File: config.mk
export PLATFORM = sky130hd
export DESIGN_NAME = card_insertion_detect
export DESIGN_NICKNAME = d
export VERILOG_FILES = /design/src/verilog/detect_debounce.v /design/src/verilog/card_insertion_detect.v
export VERILOG_INCLUDE_DIRS = /design/src /design/src/common
export SDC_FILE = /design/constraint.sdc
export NUM_CORES = 1
export LEC_CHECK = 0
export BUFFER_PORTS_ARGS = -buffer_cell sky130_fd_sc_hd__buf_2
export CAP_MARGIN = 20
export CORE_MARGIN = 2
export CORE_UTILIZATION = 50
export DETAILED_ROUTE_END_ITERATION = 16
export PLACE_DENSITY = 0.72
export SYNTH_ARGS = -nofsm -noshare
export SYNTH_HDL_FRONTEND = slang
export SYNTH_SLANG_ARGS = --single-unit
File: constraint.sdc
create_clock -name clk_sys -period 3.9 [get_ports clk_sys]
set_input_delay 0.78 -clock clk_sys [delete_from_list [all_inputs] [get_ports clk_sys]]
set_output_delay 0.78 -clock clk_sys [all_outputs]
set_load 0.02 [all_outputs]
File: src/common/card_detect_defs.vh
// constants for the card presence and type detection block
`ifndef CARD_DETECT_DEFS_VH
`define CARD_DETECT_DEFS_VH

// ========================================================
// clock and timing
`define CLK_FREQ_HZ 40000000
`define DEBOUNCE_MS 50
`define OSC_FREQ_HZ 16000
`define SETTLE_TICKS 4

// ========================================================
// slot indices of the filtered detect inputs
`define SLOT_SD 0
`define SLOT_STICK 1
`define SLOT_SMARTMEDIA 2
`define SLOT_PICTURE 3
`define SLOT_CHIP 4
`define SLOT_COUNT 5

// ========================================================
// bit positions of the card class word
`define CLS_V5 0
`define CLS_V33 1
`define CLS_VX 2
`define CLS_VY 3
`define CLS_B16 4
`define CLS_CB 5
`define CLS_USB 6
`define CLS_CORE18 7
`define CLS_WIDTH 8
`define CLS_RESET 8'h00

`endif

File: src/verilog/detect_debounce.v
// insertion debounce filter for one active-low detect input
`timescale 1ns/100ps
module detect_debounce #(
    parameter COUNT = 2000000,
    parameter W = 21
) (
    input wire clk_sys,
    input wire nrst,
    input wire detect_n,
    output reg present_q
);
    reg sync1_q;
    reg sync2_q;
    reg [W-1:0] cnt_q;

    // ========================================================
    // pin synchroniser, the first stage is read by the second only
    always @(posedge clk_sys) begin
        if (!nrst) begin
            sync1_q <= 1'b1;
            sync2_q <= 1'b1;
        end else begin
            sync1_q <= detect_n;
            sync2_q <= sync1_q;
        end
    end

    // ========================================================
    // low must stand for the whole interval; any high restarts it and
    // drops presence at once, so removal is never delayed
    always @(posedge clk_sys) begin
        if (!nrst) begin
            cnt_q <= {W{1'b0}};
            present_q <= 1'b0;
        end else if (sync2_q) begin
            cnt_q <= {W{1'b0}};
            present_q <= 1'b0;
        end else if (!present_q) begin
            if (cnt_q == COUNT[W-1:0] - 1'b1) begin
                present_q <= 1'b1;
            end else begin
                cnt_q <= cnt_q + 1'b1;
            end
        end
    end
endmodule

File: src/verilog/card_insertion_detect.v
// card presence, card type interrogation and memory socket power states
`timescale 1ns/100ps
`include "card_detect_defs.vh"
module card_insertion_detect #(
    parameter DEBOUNCE_CYCLES = `DEBOUNCE_MS * (`CLK_FREQ_HZ / 1000),
    parameter DEB_W = 21,
    parameter OSC_DIV = `CLK_FREQ_HZ / `OSC_FREQ_HZ
) (
    input wire clk_sys,
    input wire nrst,
    input wire power_switch_type_select,
    input wire socket_vcc_on,
    input wire card_detect_one_in,
    output wire card_detect_one_out,
    output wire card_detect_one_oe_n,
    input wire card_detect_two_in,
    output wire card_detect_two_out,
    output wire card_detect_two_oe_n,
    input wire volt_sense_one_in,
    output wire volt_sense_one_out,
    output wire volt_sense_one_oe_n,
    input wire volt_sense_two_in,
    output wire volt_sense_two_out,
    output wire volt_sense_two_oe_n,
    input wire sd_socket_detect_n,
    input wire stick_socket_detect_n,
    input wire smartmedia_socket_detect_n,
    input wire picture_socket_detect_n,
    input wire chip_card_detect_n,
    input wire [3:0] media_power_req,
    input wire chip_power_req,
    output reg socket_card_present,
    output reg card_is_16bit,
    output reg card_is_cardbus,
    output reg usb_custom_card,
    output reg five_volt_card_flag,
    output reg low_volt_card_flag,
    output reg other_volt_card_flag,
    output wire interrogation_busy,
    output reg osc_tick,
    output wire [3:0] media_present,
    output wire [3:0] media_power_en,
    output wire chip_card_present,
    output wire chip_power_en
);
    // interrogation states
    localparam [2:0] IQ_EMPTY = 3'h0;
    localparam [2:0] IQ_SETTLE = 3'h1;
    localparam [2:0] IQ_RELEASED = 3'h2;
    localparam [2:0] IQ_PROBE_ONE = 3'h3;
    localparam [2:0] IQ_PROBE_TWO = 3'h4;
    localparam [2:0] IQ_DONE = 3'h5;
    // memory socket power states
    localparam [1:0] MS_EMPTY = 2'h0;
    localparam [1:0] MS_PRESENT_OFF = 2'h1;
    localparam [1:0] MS_POWERED = 2'h2;
    localparam [2:0] SETTLE_LAST = `SETTLE_TICKS - 1;
    // ========================================================
    // card class decode
    // levels: 1 = open (pulled up), 0 = grounded; sNM = detect N tied to sense M
    function [`CLS_WIDTH-1:0] classify;
        input cd1;
        input cd2;
        input vs1;
        input vs2;
        input s11;
        input s12;
        input s21;
        input s22;
        reg [`CLS_WIDTH-1:0] c;
        begin
            c = `CLS_RESET;
            if (!cd1 && !cd2) begin
                c[`CLS_B16] = 1'b1;
                case ({vs2, vs1})
                    2'b11: c[`CLS_V5] = 1'b1;
                    2'b10: begin
                        c[`CLS_V5] = 1'b1;
                        c[`CLS_V33] = 1'b1;
                    end
                    2'b00: begin
                        c[`CLS_V5] = 1'b1;
                        c[`CLS_V33] = 1'b1;
                        c[`CLS_VX] = 1'b1;
                    end
                    default: c[`CLS_VX] = 1'b1;
                endcase
            end else if (s11 && !cd2) begin
                if (vs2) begin
                    c[`CLS_CB] = 1'b1;
                    c[`CLS_V33] = 1'b1;
                end else begin
                    c[`CLS_USB] = 1'b1;
                end
            end else if (s12 && !cd2 && vs1) begin
                c[`CLS_CB] = 1'b1;
                c[`CLS_VX] = 1'b1;
                c[`CLS_VY] = 1'b1;
            end else if (s22 && !cd1) begin
                c[`CLS_CB] = 1'b1;
                if (vs1) begin
                    c[`CLS_CORE18] = 1'b1;
                end else begin
                    c[`CLS_V33] = 1'b1;
                    c[`CLS_VX] = 1'b1;
                end
            end else if (s21 && !cd1) begin
                c[`CLS_CB] = 1'b1;
                c[`CLS_VY] = 1'b1;
                if (!vs2) begin
                    c[`CLS_V33] = 1'b1;
                    c[`CLS_VX] = 1'b1;
                end
            end
            // reserved and unsupported custom patterns stay all zero
            classify = c;
        end
    endfunction
    // ========================================================
    // free-running slow tick, independent of any host bus clock
    reg [11:0] osc_cnt_q;
    always @(posedge clk_sys) begin
        if (!nrst) begin
            osc_cnt_q <= 12'h000;
            osc_tick <= 1'b0;
        end else if (osc_cnt_q == OSC_DIV[11:0] - 12'h001) begin
            osc_cnt_q <= 12'h000;
            osc_tick <= 1'b1;
        end else begin
            osc_cnt_q <= osc_cnt_q + 12'h001;
            osc_tick <= 1'b0;
        end
    end
    // ========================================================
    // synchronisers for the four socket pins
    reg [3:0] pin_s1_q;
    reg [3:0] pin_s2_q;
    always @(posedge clk_sys) begin
        if (!nrst) begin
            pin_s1_q <= 4'hf;
            pin_s2_q <= 4'hf;
        end else begin
            pin_s1_q <= {volt_sense_two_in, volt_sense_one_in,
                         card_detect_two_in, card_detect_one_in};
            pin_s2_q <= pin_s1_q;
        end
    end
    wire cd1_s = pin_s2_q[0];
    wire cd2_s = pin_s2_q[1];
    wire vs1_s = pin_s2_q[2];
    wire vs2_s = pin_s2_q[3];
    // a card always grounds at least one detect pin
    wire socket_vacant = cd1_s && cd2_s;
    // ========================================================
    // interrogation sequencer
    // each step waits a full slow tick so the pulled-up pins settle
    reg [2:0] iq_q;
    reg [2:0] settle_q;
    reg [3:0] rel_q;
    reg [1:0] strap_one_q;
    reg drive_cd1_q;
    reg drive_cd2_q;
    reg [`CLS_WIDTH-1:0] class_q;
    always @(posedge clk_sys) begin
        if (!nrst) begin
            iq_q <= IQ_EMPTY;
            settle_q <= 3'h0;
            rel_q <= 4'hf;
            strap_one_q <= 2'h0;
            drive_cd1_q <= 1'b0;
            drive_cd2_q <= 1'b0;
            class_q <= `CLS_RESET;
        end else begin
            case (iq_q)
                IQ_EMPTY: begin
                    class_q <= `CLS_RESET;
                    settle_q <= 3'h0;
                    // only a cold socket is interrogated
                    if (!socket_vacant && !socket_vcc_on) begin
                        iq_q <= IQ_SETTLE;
                    end
                end
                IQ_SETTLE: begin
                    if (socket_vacant) begin
                        iq_q <= IQ_EMPTY;
                    end else if (osc_tick) begin
                        if (settle_q == SETTLE_LAST) begin
                            iq_q <= IQ_RELEASED;
                        end else begin
                            settle_q <= settle_q + 3'h1;
                        end
                    end
                end
                IQ_RELEASED: begin
                    if (socket_vacant) begin
                        iq_q <= IQ_EMPTY;
                    end else if (osc_tick) begin
                        rel_q <= pin_s2_q;
                        drive_cd1_q <= 1'b1;
                        iq_q <= IQ_PROBE_ONE;
                    end
                end
                IQ_PROBE_ONE: begin
                    // a sense pin open when released but low now is tied to detect one
                    if (osc_tick) begin
                        strap_one_q <= {rel_q[3] & ~vs2_s, rel_q[2] & ~vs1_s};
                        drive_cd1_q <= 1'b0;
                        drive_cd2_q <= 1'b1;
                        iq_q <= IQ_PROBE_TWO;
                    end
                end
                IQ_PROBE_TWO: begin
                    if (osc_tick) begin
                        drive_cd2_q <= 1'b0;
                        class_q <= classify(rel_q[0], rel_q[1], rel_q[2], rel_q[3],
                                            strap_one_q[0], strap_one_q[1],
                                            rel_q[2] & ~vs1_s, rel_q[3] & ~vs2_s);
                        iq_q <= IQ_DONE;
                    end
                end
                IQ_DONE: begin
                    if (socket_vacant) begin
                        iq_q <= IQ_EMPTY;
                    end
                end
                default: begin
                    iq_q <= IQ_EMPTY;
                    drive_cd1_q <= 1'b0;
                    drive_cd2_q <= 1'b0;
                end
            endcase
        end
    end
    // open-drain probe: pins only ever pulled low, sense pins never driven
    assign card_detect_one_out = 1'b0;
    assign card_detect_two_out = 1'b0;
    assign volt_sense_one_out = 1'b0;
    assign volt_sense_two_out = 1'b0;
    assign card_detect_one_oe_n = ~drive_cd1_q;
    assign card_detect_two_oe_n = ~drive_cd2_q;
    assign volt_sense_one_oe_n = 1'b1;
    assign volt_sense_two_oe_n = 1'b1;
    assign interrogation_busy = (iq_q != IQ_EMPTY) && (iq_q != IQ_DONE);
    // ========================================================
    // present-state flags; switch select applies live, so a later flip re-routes the report
    wire class_valid = |class_q;
    always @(posedge clk_sys) begin
        if (!nrst) begin
            socket_card_present <= 1'b0;
            card_is_16bit <= 1'b0;
            card_is_cardbus <= 1'b0;
            usb_custom_card <= 1'b0;
            five_volt_card_flag <= 1'b0;
            low_volt_card_flag <= 1'b0;
            other_volt_card_flag <= 1'b0;
        end else begin
            socket_card_present <= class_valid && (iq_q == IQ_DONE);
            card_is_16bit <= class_q[`CLS_B16];
            card_is_cardbus <= class_q[`CLS_CB];
            usb_custom_card <= class_q[`CLS_USB];
            five_volt_card_flag <= class_q[`CLS_V5];
            low_volt_card_flag <= class_q[`CLS_V33] |
                (class_q[`CLS_CORE18] & ~power_switch_type_select);
            other_volt_card_flag <= class_q[`CLS_VX] | class_q[`CLS_VY] |
                (class_q[`CLS_CORE18] & power_switch_type_select);
        end
    end
    // ========================================================
    // memory and chip card sockets: debounce then three-state power control
    wire [`SLOT_COUNT-1:0] detect_n = {chip_card_detect_n, picture_socket_detect_n,
                                       smartmedia_socket_detect_n, stick_socket_detect_n,
                                       sd_socket_detect_n};
    wire [`SLOT_COUNT-1:0] power_req = {chip_power_req, media_power_req};
    wire [`SLOT_COUNT-1:0] filt_present;
    wire [`SLOT_COUNT-1:0] slot_present;
    wire [`SLOT_COUNT-1:0] slot_power;
    genvar i;
    generate
        for (i = 0; i < `SLOT_COUNT; i = i + 1) begin : g_slot
            reg [1:0] ms_q;
            // insertion filtered, removal immediate
            detect_debounce #(
                .COUNT(DEBOUNCE_CYCLES),
                .W(DEB_W)
            ) u_deb (
                .clk_sys(clk_sys),
                .nrst(nrst),
                .detect_n(detect_n[i]),
                .present_q(filt_present[i])
            );
            // power is granted only to a filtered present card
            always @(posedge clk_sys) begin
                if (!nrst) begin
                    ms_q <= MS_EMPTY;
                end else if (!filt_present[i]) begin
                    ms_q <= MS_EMPTY;
                end else begin
                    case (ms_q)
                        MS_EMPTY: ms_q <= MS_PRESENT_OFF;
                        MS_PRESENT_OFF: begin
                            if (power_req[i]) begin
                                ms_q <= MS_POWERED;
                            end
                        end
                        MS_POWERED: begin
                            if (!power_req[i]) begin
                                ms_q <= MS_PRESENT_OFF;
                            end
                        end
                        default: ms_q <= MS_EMPTY;
                    endcase
                end
            end
            assign slot_present[i] = (ms_q != MS_EMPTY);
            assign slot_power[i] = (ms_q == MS_POWERED);
        end
    endgenerate
    assign media_present = slot_present[3:0];
    assign media_power_en = slot_power[3:0];
    assign chip_card_present = slot_present[`SLOT_CHIP];
    assign chip_power_en = slot_power[`SLOT_CHIP];
endmodule

Word-level counts from Yosys, hierarchy flattened
Cells that the tools add are included.
{"block": "classes", "n_addsub": 7, "n_eq_ne": 47, "muxes": 75, "n_bitwise": 26, "reduce_logical": 63}
{"cell": "$add 21x1->21 const B", "n": 5}
{"cell": "$eq 21x21->1 const B", "n": 5}
{"cell": "$mux 3", "n": 14}
{"cell": "$ne 2x2->1 const B", "n": 19}
{"cell": "$mux 1", "n": 34}
{"cell": "$reduce_and 2->1", "n": 17}
{"cell": "$mux 2", "n": 16}
{"cell": "$pmux 2 s3", "n": 5}
{"cell": "$not 1->1", "n": 19}
{"cell": "$pmux 3 s6", "n": 1}
{"cell": "$pmux 8 s2", "n": 1}
{"cell": "$reduce_or 2->1", "n": 8}
{"cell": "$eq 2x2->1 const B", "n": 7}
{"cell": "$reduce_bool 2->1", "n": 7}
{"cell": "$add 12x1->12 const B", "n": 1}
{"cell": "$eq 12x12->1 const B", "n": 1}
{"cell": "$logic_not 2->1", "n": 6}
{"cell": "$ne 3x3->1 const B", "n": 4}
{"cell": "$eq 2x1->1 const B", "n": 5}
{"cell": "$logic_and 1x1->1", "n": 10}
{"cell": "$eq 3x2->1 const B", "n": 3}
{"cell": "$mux 8", "n": 1}
{"cell": "$reduce_and 4->1", "n": 2}
{"cell": "$reduce_or 4->1", "n": 2}
{"cell": "14 further kinds", "n": 25}
{"block": "totals", "ff_bits": 180, "wordCells": 261}

Longest topological paths before layout
Gate-level depths: netlist of the first run.
{"block": "logic_depth", "depth_word": 10, "mapped_depth": 7, "depth_no_buf": 7}

Cells and area by module
From an unflattened synthesis of the first run, not the netlist that was laid out.
{"block": "hier_totals", "cells_unflattened": 924, "hier_area_um2": 8328.0}
{"mod": "detect_debounce at g_slot[0].u_deb ...", "instances": 4, "cells_per_inst": 123, "area_per_inst_um2": 1118.6, "seq_area_each_um2": 480.5}
{"mod": "card_insertion_detect", "instances": 1, "cells_per_inst": 293, "area_per_inst_um2": 2675.1, "seq_area_each_um2": 1201.2}
{"mod": "detect_debounce at g_slot[4].u_deb", "instances": 1, "cells_per_inst": 139, "area_per_inst_um2": 1178.6, "seq_area_each_um2": 480.5}

Worst setup path after synthesis of the first run
OpenSTA, ideal clock, no wires.
{"block": "synth_path", "kind": "register -> register", "from": "register g_slot[1].u_deb.cnt_q[0]", "to": "register g_slot[1].u_deb.cnt_q[13]", "setup_ns": 0.119, "t_arrival_ns": 1.921, "setup_slack_ns": 1.860, "stages_incl_launch_ff": 8, "path_buffers": 1, "cell_sequence": "dfxtp_1 ha_1 and3_1 and3_1 a31oi_1 clkbuf_1 nand4_1 mux2i_1"}
{"block": "synth_via", "elab_chain_len": 3, "word_cells_on_any_way": 4, "cone_classes": "1 x add/sub; 1 x eq/ne; 1 x bitwise; 1 x reduce/logical"}
{"element": "start, declared", "line_no": "detect_debounce.v:14", "rtl": "reg [W-1:0] cnt_q;"}
{"element": "start signal, assigned", "line_no": "detect_debounce.v:33", "rtl": "cnt_q <= {W{1'b0}};"}
{"element": "start signal, assigned", "line_no": "detect_debounce.v:36", "rtl": "cnt_q <= {W{1'b0}};"}
{"element": "start signal, assigned", "line_no": "detect_debounce.v:42", "rtl": "cnt_q <= cnt_q + 1'b1;"}
{"element": "parallel branches: the longest is 3 deep, another holds $add 21x1->21"}
Several ways; the timed one is not identified.
A chain may end at the register's enable or synchronous reset.

Worst setup path in the final report of the first run
{"block": "layout_path", "from": "register g_slot[3].u_deb.cnt_q[7]", "to": "register g_slot[3].u_deb.cnt_q[1]"}
{"block": "layout_via", "elab_chain_len": 3}
{"element": "start, declared", "line_no": "detect_debounce.v:14"}
{"element": "start signal, assigned", "line_no": "detect_debounce.v:33"}
{"element": "start signal, assigned", "line_no": "detect_debounce.v:36"}
{"element": "start signal, assigned", "line_no": "detect_debounce.v:42"}
{"element": "$eq 21x21->1", "line_no": "detect_debounce.v:39", "rtl": "if (cnt_q == COUNT[W-1:0] - 1'b1) begin"}
{"element": "$not 1->1 (no line)"}
{"element": "$reduce_and 2->1 (no line)"}
Every way passes these cells.

==> flow_summary_export.csv, run 1 <==
group,metric,value,unit
cells_and_area,regArea,3603,um2
logic_synthesis,async_reset_ff_share,0,%
clock_network,htreeDepth,4,
clock_network,cts_inserted_buffers,17,
timing,tightest_slew,870.1,ps
critical_path,crit-reg2reg-launch,"g_slot[3].u_deb.cnt_q[7]",
logic_synthesis,ys_ff_latch,180,
grt,antenna_found_initial,0,
cells_and_area,multi_input_area,4263,um2
placed_design,hpwl,9817,um
critical_path,r2r-end,"g_slot[3].u_deb.cnt_q[1]",
worst_hold_path,min_from,"pin_s1_q[3]",
die,initial_core_util,50.98,%
timing,setup_tns,0,ps
clock_network,clock_path_buffers,2,
timing,whs,402.4,ps
worst_hold_path,worstHoldEndpoint,"pin_s2_q[3]",
placed_design,routabilityCongestion,0.8268,
die,pin_count,45,
die,num_rows,46,
drt,drc,0,
logic_synthesis,synth-edff-count,0,
worst_hold_path,hold_path_class,"register to register",
clock_network,postCtsResizedCells,0,
clock_network,cts_setup_buffers,0,
grt,grt-ovfl-total,0,
logic_synthesis,yosysWarnings,0,
pwr,power_density,405.3,nW/um2
pwr,p_sw,0.7551,mW
logic_synthesis,synthDominantCellAreaShare,44.49,%
placed_design,pre_cts_ws,1401,ps
logic_synthesis,synth.largest_area_cell,"dfxtp_1",
pwr,pwr-share-clk,47.0,%
cells_and_area,n_fill_cell,1447,
critical_path,arrival,2790,ps
die,chipWidth,131.3,um
logic_synthesis,avgSynthCellArea,8.727,um2
clock_network,clock-root-buffer,"clkbuf_16",
critical_path,start_kind,"register",
status,outcome,"complete, no violations",
grt,grt.total_usage,18.25,%
timing,layout_setup_ws,1400,ps
pwr,seqPwrFrac,51.0,%
cells_and_area,drive_gt1_share,9.741,%
logic_synthesis,syn_inst,928,
pwr,power.static_leakage,3.157,nW
clock_network,cts.clk_slew.worst_paths,60,ps
drt,dr.first_iter.drc_count,315,
die,dieArea,17230,um2
cells_and_area,instances_no_fill,1181,
critical_path,slowest_stage,"nor4_4",
logic_synthesis,synthFlopType,"dfxtp_1",
worst_hold_path,hold_depth,1,
cells_and_area,diodes,0,
timing,setup_violations,0,
pwr,ir_drop,0.3294,mV
critical_path,critical_path.max_stage_delay,760,ps
grt,grt_pass1_vias,5798,
critical_path,required,4190,ps
drt,wirelength,14920,um
grt,grt_max_degree,29,
timing,max-slew-margin-rel,41.54,%
logic_synthesis,synth_area,8099,um2
cells_and_area,fin_nets,979,
grt,grt_pass1_wl,26620,um
timing,period_share,64.10,%
flow_run,drv_cap,0,
drt,ant_nets,0,
critical_path,worstRegToRegCells,5,
drt,via_count,6321,
critical_path,r2r_slack,1400,ps
pwr,power_frac_comb,2.1,%
timing,hold_violations,0,
timing,rsz0062_at_grt,"no",
critical_path,crit_fanout,17,
timing,drv_slew,0,
clock_network,hold_buffers,0,
placed_design,dp.cells,1149,
cells_and_area,design_area,9014,um2
clock_network,cts.sinks,180,
die,coreArea,15890,um2
critical_path,crit_type,"register to register",
logic_synthesis,ys_types,65,
drt,wl_per_cell,12.64,um
drt,first_pass_iters,7,
die,die_h,131.3,um
critical_path,cp_cell_sequence,"or4b_2 -> nor4_4 -> a21oi_1 -> mux2i_1 -> nor2_1",
pwr,netSwitchingFraction,20.67,%
logic_synthesis,synth_area_leaders,"dfxtp_1, nor2_1, xnor2_1, xor2_1, nand3_1",
clock_network,cts_tree,"done",
logic_synthesis,seq_area_frac_synth,44.49,%
placed_design,portBuffers,38,
cells_and_area,syn_to_final_growth,11.29,%
clock_network,insertion_delay,430,ps
timing,fmaxAchievable,0.4000,GHz
pwr,p_int,2.898,mW
timing,skew,4.347,ps
critical_path,critPathCaptureType,"register",
placed_design,placed_area,8409,um2
drt,drt-vias-per-instance,5.352,
timing,final.min_clock_period,2500,ps
## power by group through the flow
stage,Sequential [mW],Clock (mW),Combinational (mW)
after floorplan,1.90,0,0.0582
after global placement,1.90,0,0.0747
after detailed placement,1.90,0,0.0759
after CTS,1.86,1.76,0.0760
after global routing,1.86,1.85,0.0847
final,1.86,1.72,0.0751
## logic make-up after synthesis
family / synth area share, %
AOI/OAI and AO/OA: 8.682
adders and majority gates: 1.854
and+or+nand+nor: 31.05
muxes: 1.360
other: 0.09273
DFF: 44.49
buffers and inverters: 3.059
xor gates and xnor gates: 9.408
## worst max path at each step
stage,to,cells past startpoint,slack [ps],from
2_1_floorplan,g_slot[1].u_deb.cnt_q[13],7,1860,g_slot[1].u_deb.cnt_q[0]
3_3_place_gp,g_slot[3].u_deb.cnt_q[1],5,1440,g_slot[3].u_deb.cnt_q[7]
3_5_place_dp,g_slot[3].u_deb.cnt_q[1],5,1400,g_slot[3].u_deb.cnt_q[7]
5_1_grt,g_slot[3].u_deb.cnt_q[0],5,1210,g_slot[3].u_deb.cnt_q[7]
6_report,g_slot[3].u_deb.cnt_q[1],5,1400,g_slot[3].u_deb.cnt_q[7]
4_1_cts,interrogation_busy,4,1400,iq_q[0]
## area by class of cell
cell class                      instances  share of cell area (%)
Clock buffer                           18                   4.872
Sequential cell                       180                   39.98
Inverter                               16                  0.6663
Clock inverter                         13                   1.749
Tap cell                              216                   2.998
Multi-Input combinational cell        696                   47.29
Timing Repair Buffer                   42                   2.443
## cells in the final DEF, fill, tap and decap left out, types with 5 or more instances in the layout
master / count
a211oi_1: 9
a21oi_1: 34
a31oi_1: 13
and2_1: 12
and3_1: 19
and4_1: 11
buf_2: 38
clkbuf_16: 17
conb_1: 6
dfxtp_1: 180
ha_1: 8
inv_1: 15
maj3_1: 5
mux2i_1: 11
nand2_1: 60
nand2b_1: 32
nand3_1: 48
nand4_1: 31
nor2_1: 135
nor2b_1: 13
nor3_1: 21
nor3b_1: 11
nor4_1: 16
nor4b_1: 6
nor4bb_1: 5
o21ai_0: 24
or2_2: 10
or3_1: 11
xnor2_1: 47
xor2_1: 40
## per-layer routing
layer  wire [um]  vias to the layer above  global-route usage, %
li1            -                     3301                      -
met1        7597                     2906                  24.52
met2        6560                       93                  28.25
met3         499                       21                  5.247
met4         264                        0                  6.159
met5           0                        -                      0
## critical path, delay by kind of cell, from the launching register on
kind,cells,cell delay (ps)
AOI/OAI and AO/OA,1,280
DFF,1,350
and+or+nand+nor,3,1530
muxes,1,200
## sequential cells by signal (all words and copies together) (netlist names), 2 cells and up
signal	count
g_slot.u_deb.cnt_q	105
pin_s2_q	4
g_slot.u_deb.sync1_q	5
pin_s1_q	4
osc_cnt_q	12
g_slot.u_deb.present_q	5
iq_q	3
strap_one_q	2
class_q	8
g_slot.ms_q	10
g_slot.u_deb.sync2_q	5
rel_q	4
settle_q	3
## stage by stage
stage	util, %	total power [mW]
floorplan	-	1.959
global placement	52.94	1.978
detailed placement	52.94	1.979
CTS	56.69	3.699
global route	56.74	3.795
finish	56.74	3.653
## synth_stat cells (8+ instances only)
master,n
mux2i_1,11
clkbuf_1,30
or3_1,11
xnor2_1,47
nand2b_1,32
a21oi_1,34
nor2b_1,13
nor3b_1,11
and3_1,19
dfxtp_1,180
nor2_1,135
and2_1,12
nand2_1,60
nor3_1,21
and4_1,11
a31oi_1,13
or2_2,10
a211oi_1,9
nand3_1,48
inv_1,15
ha_1,8
nor4_1,16
nand4_1,31
o21ai_0,24
xor2_1,40
(Power assumes the default switching activity.)
==> inputs of run 2 (changes only) <==
- ABC_AREA: unset -> 1
- clock period: 3.9 -> 2.44 ns (I/O delays scaled with it)
==> run 2 against run 1 <==
Clock power grew 57%. Global-route usage up 2.8 points. Fmax increased by 19%. Utilization decreased by 0.60 points. Area after synthesis rose by 18%. Total power is 76% higher. Die area up 17%. Clock-buffer cell count is the same. Flip-flop and latch count is the same. First-iteration DRC count rose by 29%. Combinational power grew to 8.5 times the previous value. Non-clock buffer count grew 10. Critical endpoint is now g_slot[0].u_deb.cnt_q[16]. Largest cell class unchanged.
==> flow_summary_export.csv, run 2 <==
group,metric,value,unit
cells_and_area,fin_nets,1522,
logic_synthesis,synthAdderAreaFrac,1.052,%
cells_and_area,design_area,10500,um2
drt,drc,0,
pwr,pwr-share-clk,42.0,%
grt,grt_max_degree,24,
logic_synthesis,synth_top_family_by_area,"simple AND/OR/NAND/NOR gates",
timing,rsz0062_at_grt,"no",
cells_and_area,drive_gt1_share,8.019,%
logic_synthesis,synthMuxAreaShare,0,%
placed_design,routabilityCongestion,0.8901,
clock_network,cts.sinks,180,
pwr,ir_drop,0.4481,mV
die,dieArea,20160,um2
timing,drv_slew,0,
cells_and_area,multi_input_area,5304,um2
logic_synthesis,synthTopCellsByCount,"nand2_1, nor2_1, dfxtp_1",
grt,grt_pass1_vias,7967,
logic_synthesis,ys_ff_latch,180,
logic_synthesis,synth.largest_area_cell,"dfxtp_1",
clock_network,clock-root-buffer,"clkbuf_16",
die,pin_count,45,
cells_and_area,syn_to_final_growth,10.35,%
die,chipWidth,142.0,um
pwr,power.static_leakage,3.862,nW
drt,first_pass_iters,5,
grt,antenna_found_initial,0,
timing,whs,236.3,ps
logic_synthesis,synth-edff-count,0,
logic_synthesis,ys_types,42,
pwr,power_density,612.0,nW/um2
die,initial_core_util,50.88,%
cells_and_area,n_fill_cell,1844,
clock_network,cts_tree,"done",
timing,setup_violations,0,
die,coreArea,18710,um2
timing,skew,12.40,ps
logic_synthesis,synthFlopType,"dfxtp_1",
critical_path,critPathCaptureType,"register",
pwr,seqPwrFrac,48.1,%
logic_synthesis,async_reset_ff_share,0,%
pwr,power_frac_comb,9.9,%
logic_synthesis,synth-compound-area-share,9.412,%
die,die_h,142.0,um
grt,grt.total_usage,21.02,%
critical_path,start_kind,"register",
timing,fmaxAchievable,0.4753,GHz
grt,grt-ovfl-total,0,
logic_synthesis,yosysWarnings,0,
cells_and_area,instances_no_fill,1743,
grt,grt_pass1_wl,35270,um
cells_and_area,regMostFlops,"g_slot.u_deb.cnt_q",
logic_synthesis,yosysMostFrequentCell,"nand2_1",
logic_synthesis,seq_area_frac_synth,37.86,%
placed_design,placed_area,9917,um2
clock_network,cts_inserted_buffers,17,
critical_path,crit_fanout,16,
cells_and_area,largest_register_ffs,105,
clock_network,hold_buffers,0,
critical_path,crit_type,"register to register",
cells_and_area,final_common_cell,"nand2_1",
status,outcome,"complete, no violations",
drt,wl_per_cell,11.67,um
drt,drt-vias-per-instance,5.042,
pwr,p_sw,1.666,mW
clock_network,htreeDepth,4,
pwr,p_int,4.761,mW
drt,wirelength,20340,um
logic_synthesis,synthXorXnorAreaFrac,6.257,%
timing,period_share,86.23,%
logic_synthesis,syn_inst,1457,
cells_and_area,regArea,3603,um2
cells_and_area,diodes,0,
drt,via_count,8788,
placed_design,portBuffers,38,
die,num_rows,50,
cells_and_area,reg_top3,"g_slot.u_deb.cnt_q: 105 flops, osc_cnt_q: 12 flops, g_slot.ms_q: 10 flops",
drt,ant_nets,0,
logic_synthesis,synth_area_leaders,"dfxtp_1, nand2_1, nor2_1, a21oi_1, xor2_1",
pwr,netSwitchingFraction,25.92,%
placed_design,dp.cells,1711,
timing,max-slew-margin-rel,29.10,%
timing,hold_violations,0,
clock_network,insertion_delay,430,ps
flow_run,drv_cap,0,
timing,final.min_clock_period,2104,ps
timing,setup_tns,0,ps
clock_network,clock_path_buffers,2,
clock_network,cts.clk_slew.worst_paths,70,ps
placed_design,hpwl,14830,um
cells_and_area,final_cell_mix,"nand2_1, nor2_1, dfxtp_1",
logic_synthesis,synth_area,9518,um2
drt,dr.first_iter.drc_count,405,
logic_synthesis,synthSimpleGateAreaFrac,38.74,%
logic_synthesis,avgSynthCellArea,6.533,um2
critical_path,arrival,2470,ps
logic_synthesis,synthDominantCellAreaShare,37.86,%
timing,tightest_slew,1060,ps
critical_path,required,2800,ps
worst_hold_path,hold_path_class,"input port to register",
## run 2: cell types whose count changed after synthesis, sizes merged, moves of 20 or more
cell / change
a21oi: +87
nand2b: -32
nand3b: +20
nand2: +435
inv: +91
xnor2: -37
nor2: +102
## run 2: cells by family after synthesis
logic type,Yosys count
xor gates and xnor gates,68
AOI/OAI and AO/OA,167
DFF,180
adders and majority gates,8
other,2
and+or+nand+nor,883
buffers and inverters,149
## run 2: area by class of cell
class	count	area share, %
Clock buffer	18	4.086
Clock inverter	14	1.465
Inverter	113	4.039
Sequential cell	180	34.31
Multi-Input combinational cell	1132	50.50
Timing Repair Buffer	52	2.812
Tap cell	234	2.788
## run 2: final timing paths
kind                                                   to  slack (ps)                     start  cells after the start
worst min-delay path                    g_slot[3].ms_q[0]         240        media_power_req[3]                      2
worst max-delay path            g_slot[0].u_deb.cnt_q[16]         340  g_slot[0].u_deb.cnt_q[0]                      8
worst min register to register    g_slot[1].u_deb.sync2_q         410   g_slot[1].u_deb.sync1_q                      1
worst max register to register  g_slot[0].u_deb.cnt_q[16]         340  g_slot[0].u_deb.cnt_q[0]                      8
## run 2: worst max-delay path, stage by stage, from the launching register on
cell     delay (ps)
dfxtp_1         360
ha_1            270
inv_1           130
nor3_4           80
nand3_1          80
nor2_1           40
nor2_1          790
nand2_1         150
a21oi_2         150
## run 2: layer usage
layer,GRT usage (%),vias up,wire [um]
met1,27.93,3920,10050
met3,3.331,17,730
li1,-,4687,-
met5,0,-,0
met4,6.579,0,303
met2,35.23,164,9253
## run 2: power groups by stage
stage	logic (mW)	registers [mW]	clock network, mW
global route	0.744	3.10	2.89
finish	0.638	3.09	2.70
floorplan	0.510	3.14	0
CTS	0.634	3.09	2.77
detailed placement	0.632	3.15	0
global placement	0.626	3.16	0
## run 2: stage by stage
stage / util [%] / power [mW] / setup slack (ps)
2_1_floorplan: - / 3.649 / 759.6
3_3_place_gp: 53.02 / 3.781 / 315.1
3_5_place_dp: 53.02 / 3.787 / 201.0
4_1_cts: 56.13 / 6.493 / 168.3
5_1_grt: 56.15 / 6.732 / 137.6
6_report: 56.15 / 6.427 / 336.1
## run 2: what timing repair did
item	in CTS	in global routing
setup endpoints to repair	0	6
resized for setup	0	1
buffers inserted	0	0
endpoints found under the hold margin	0	0
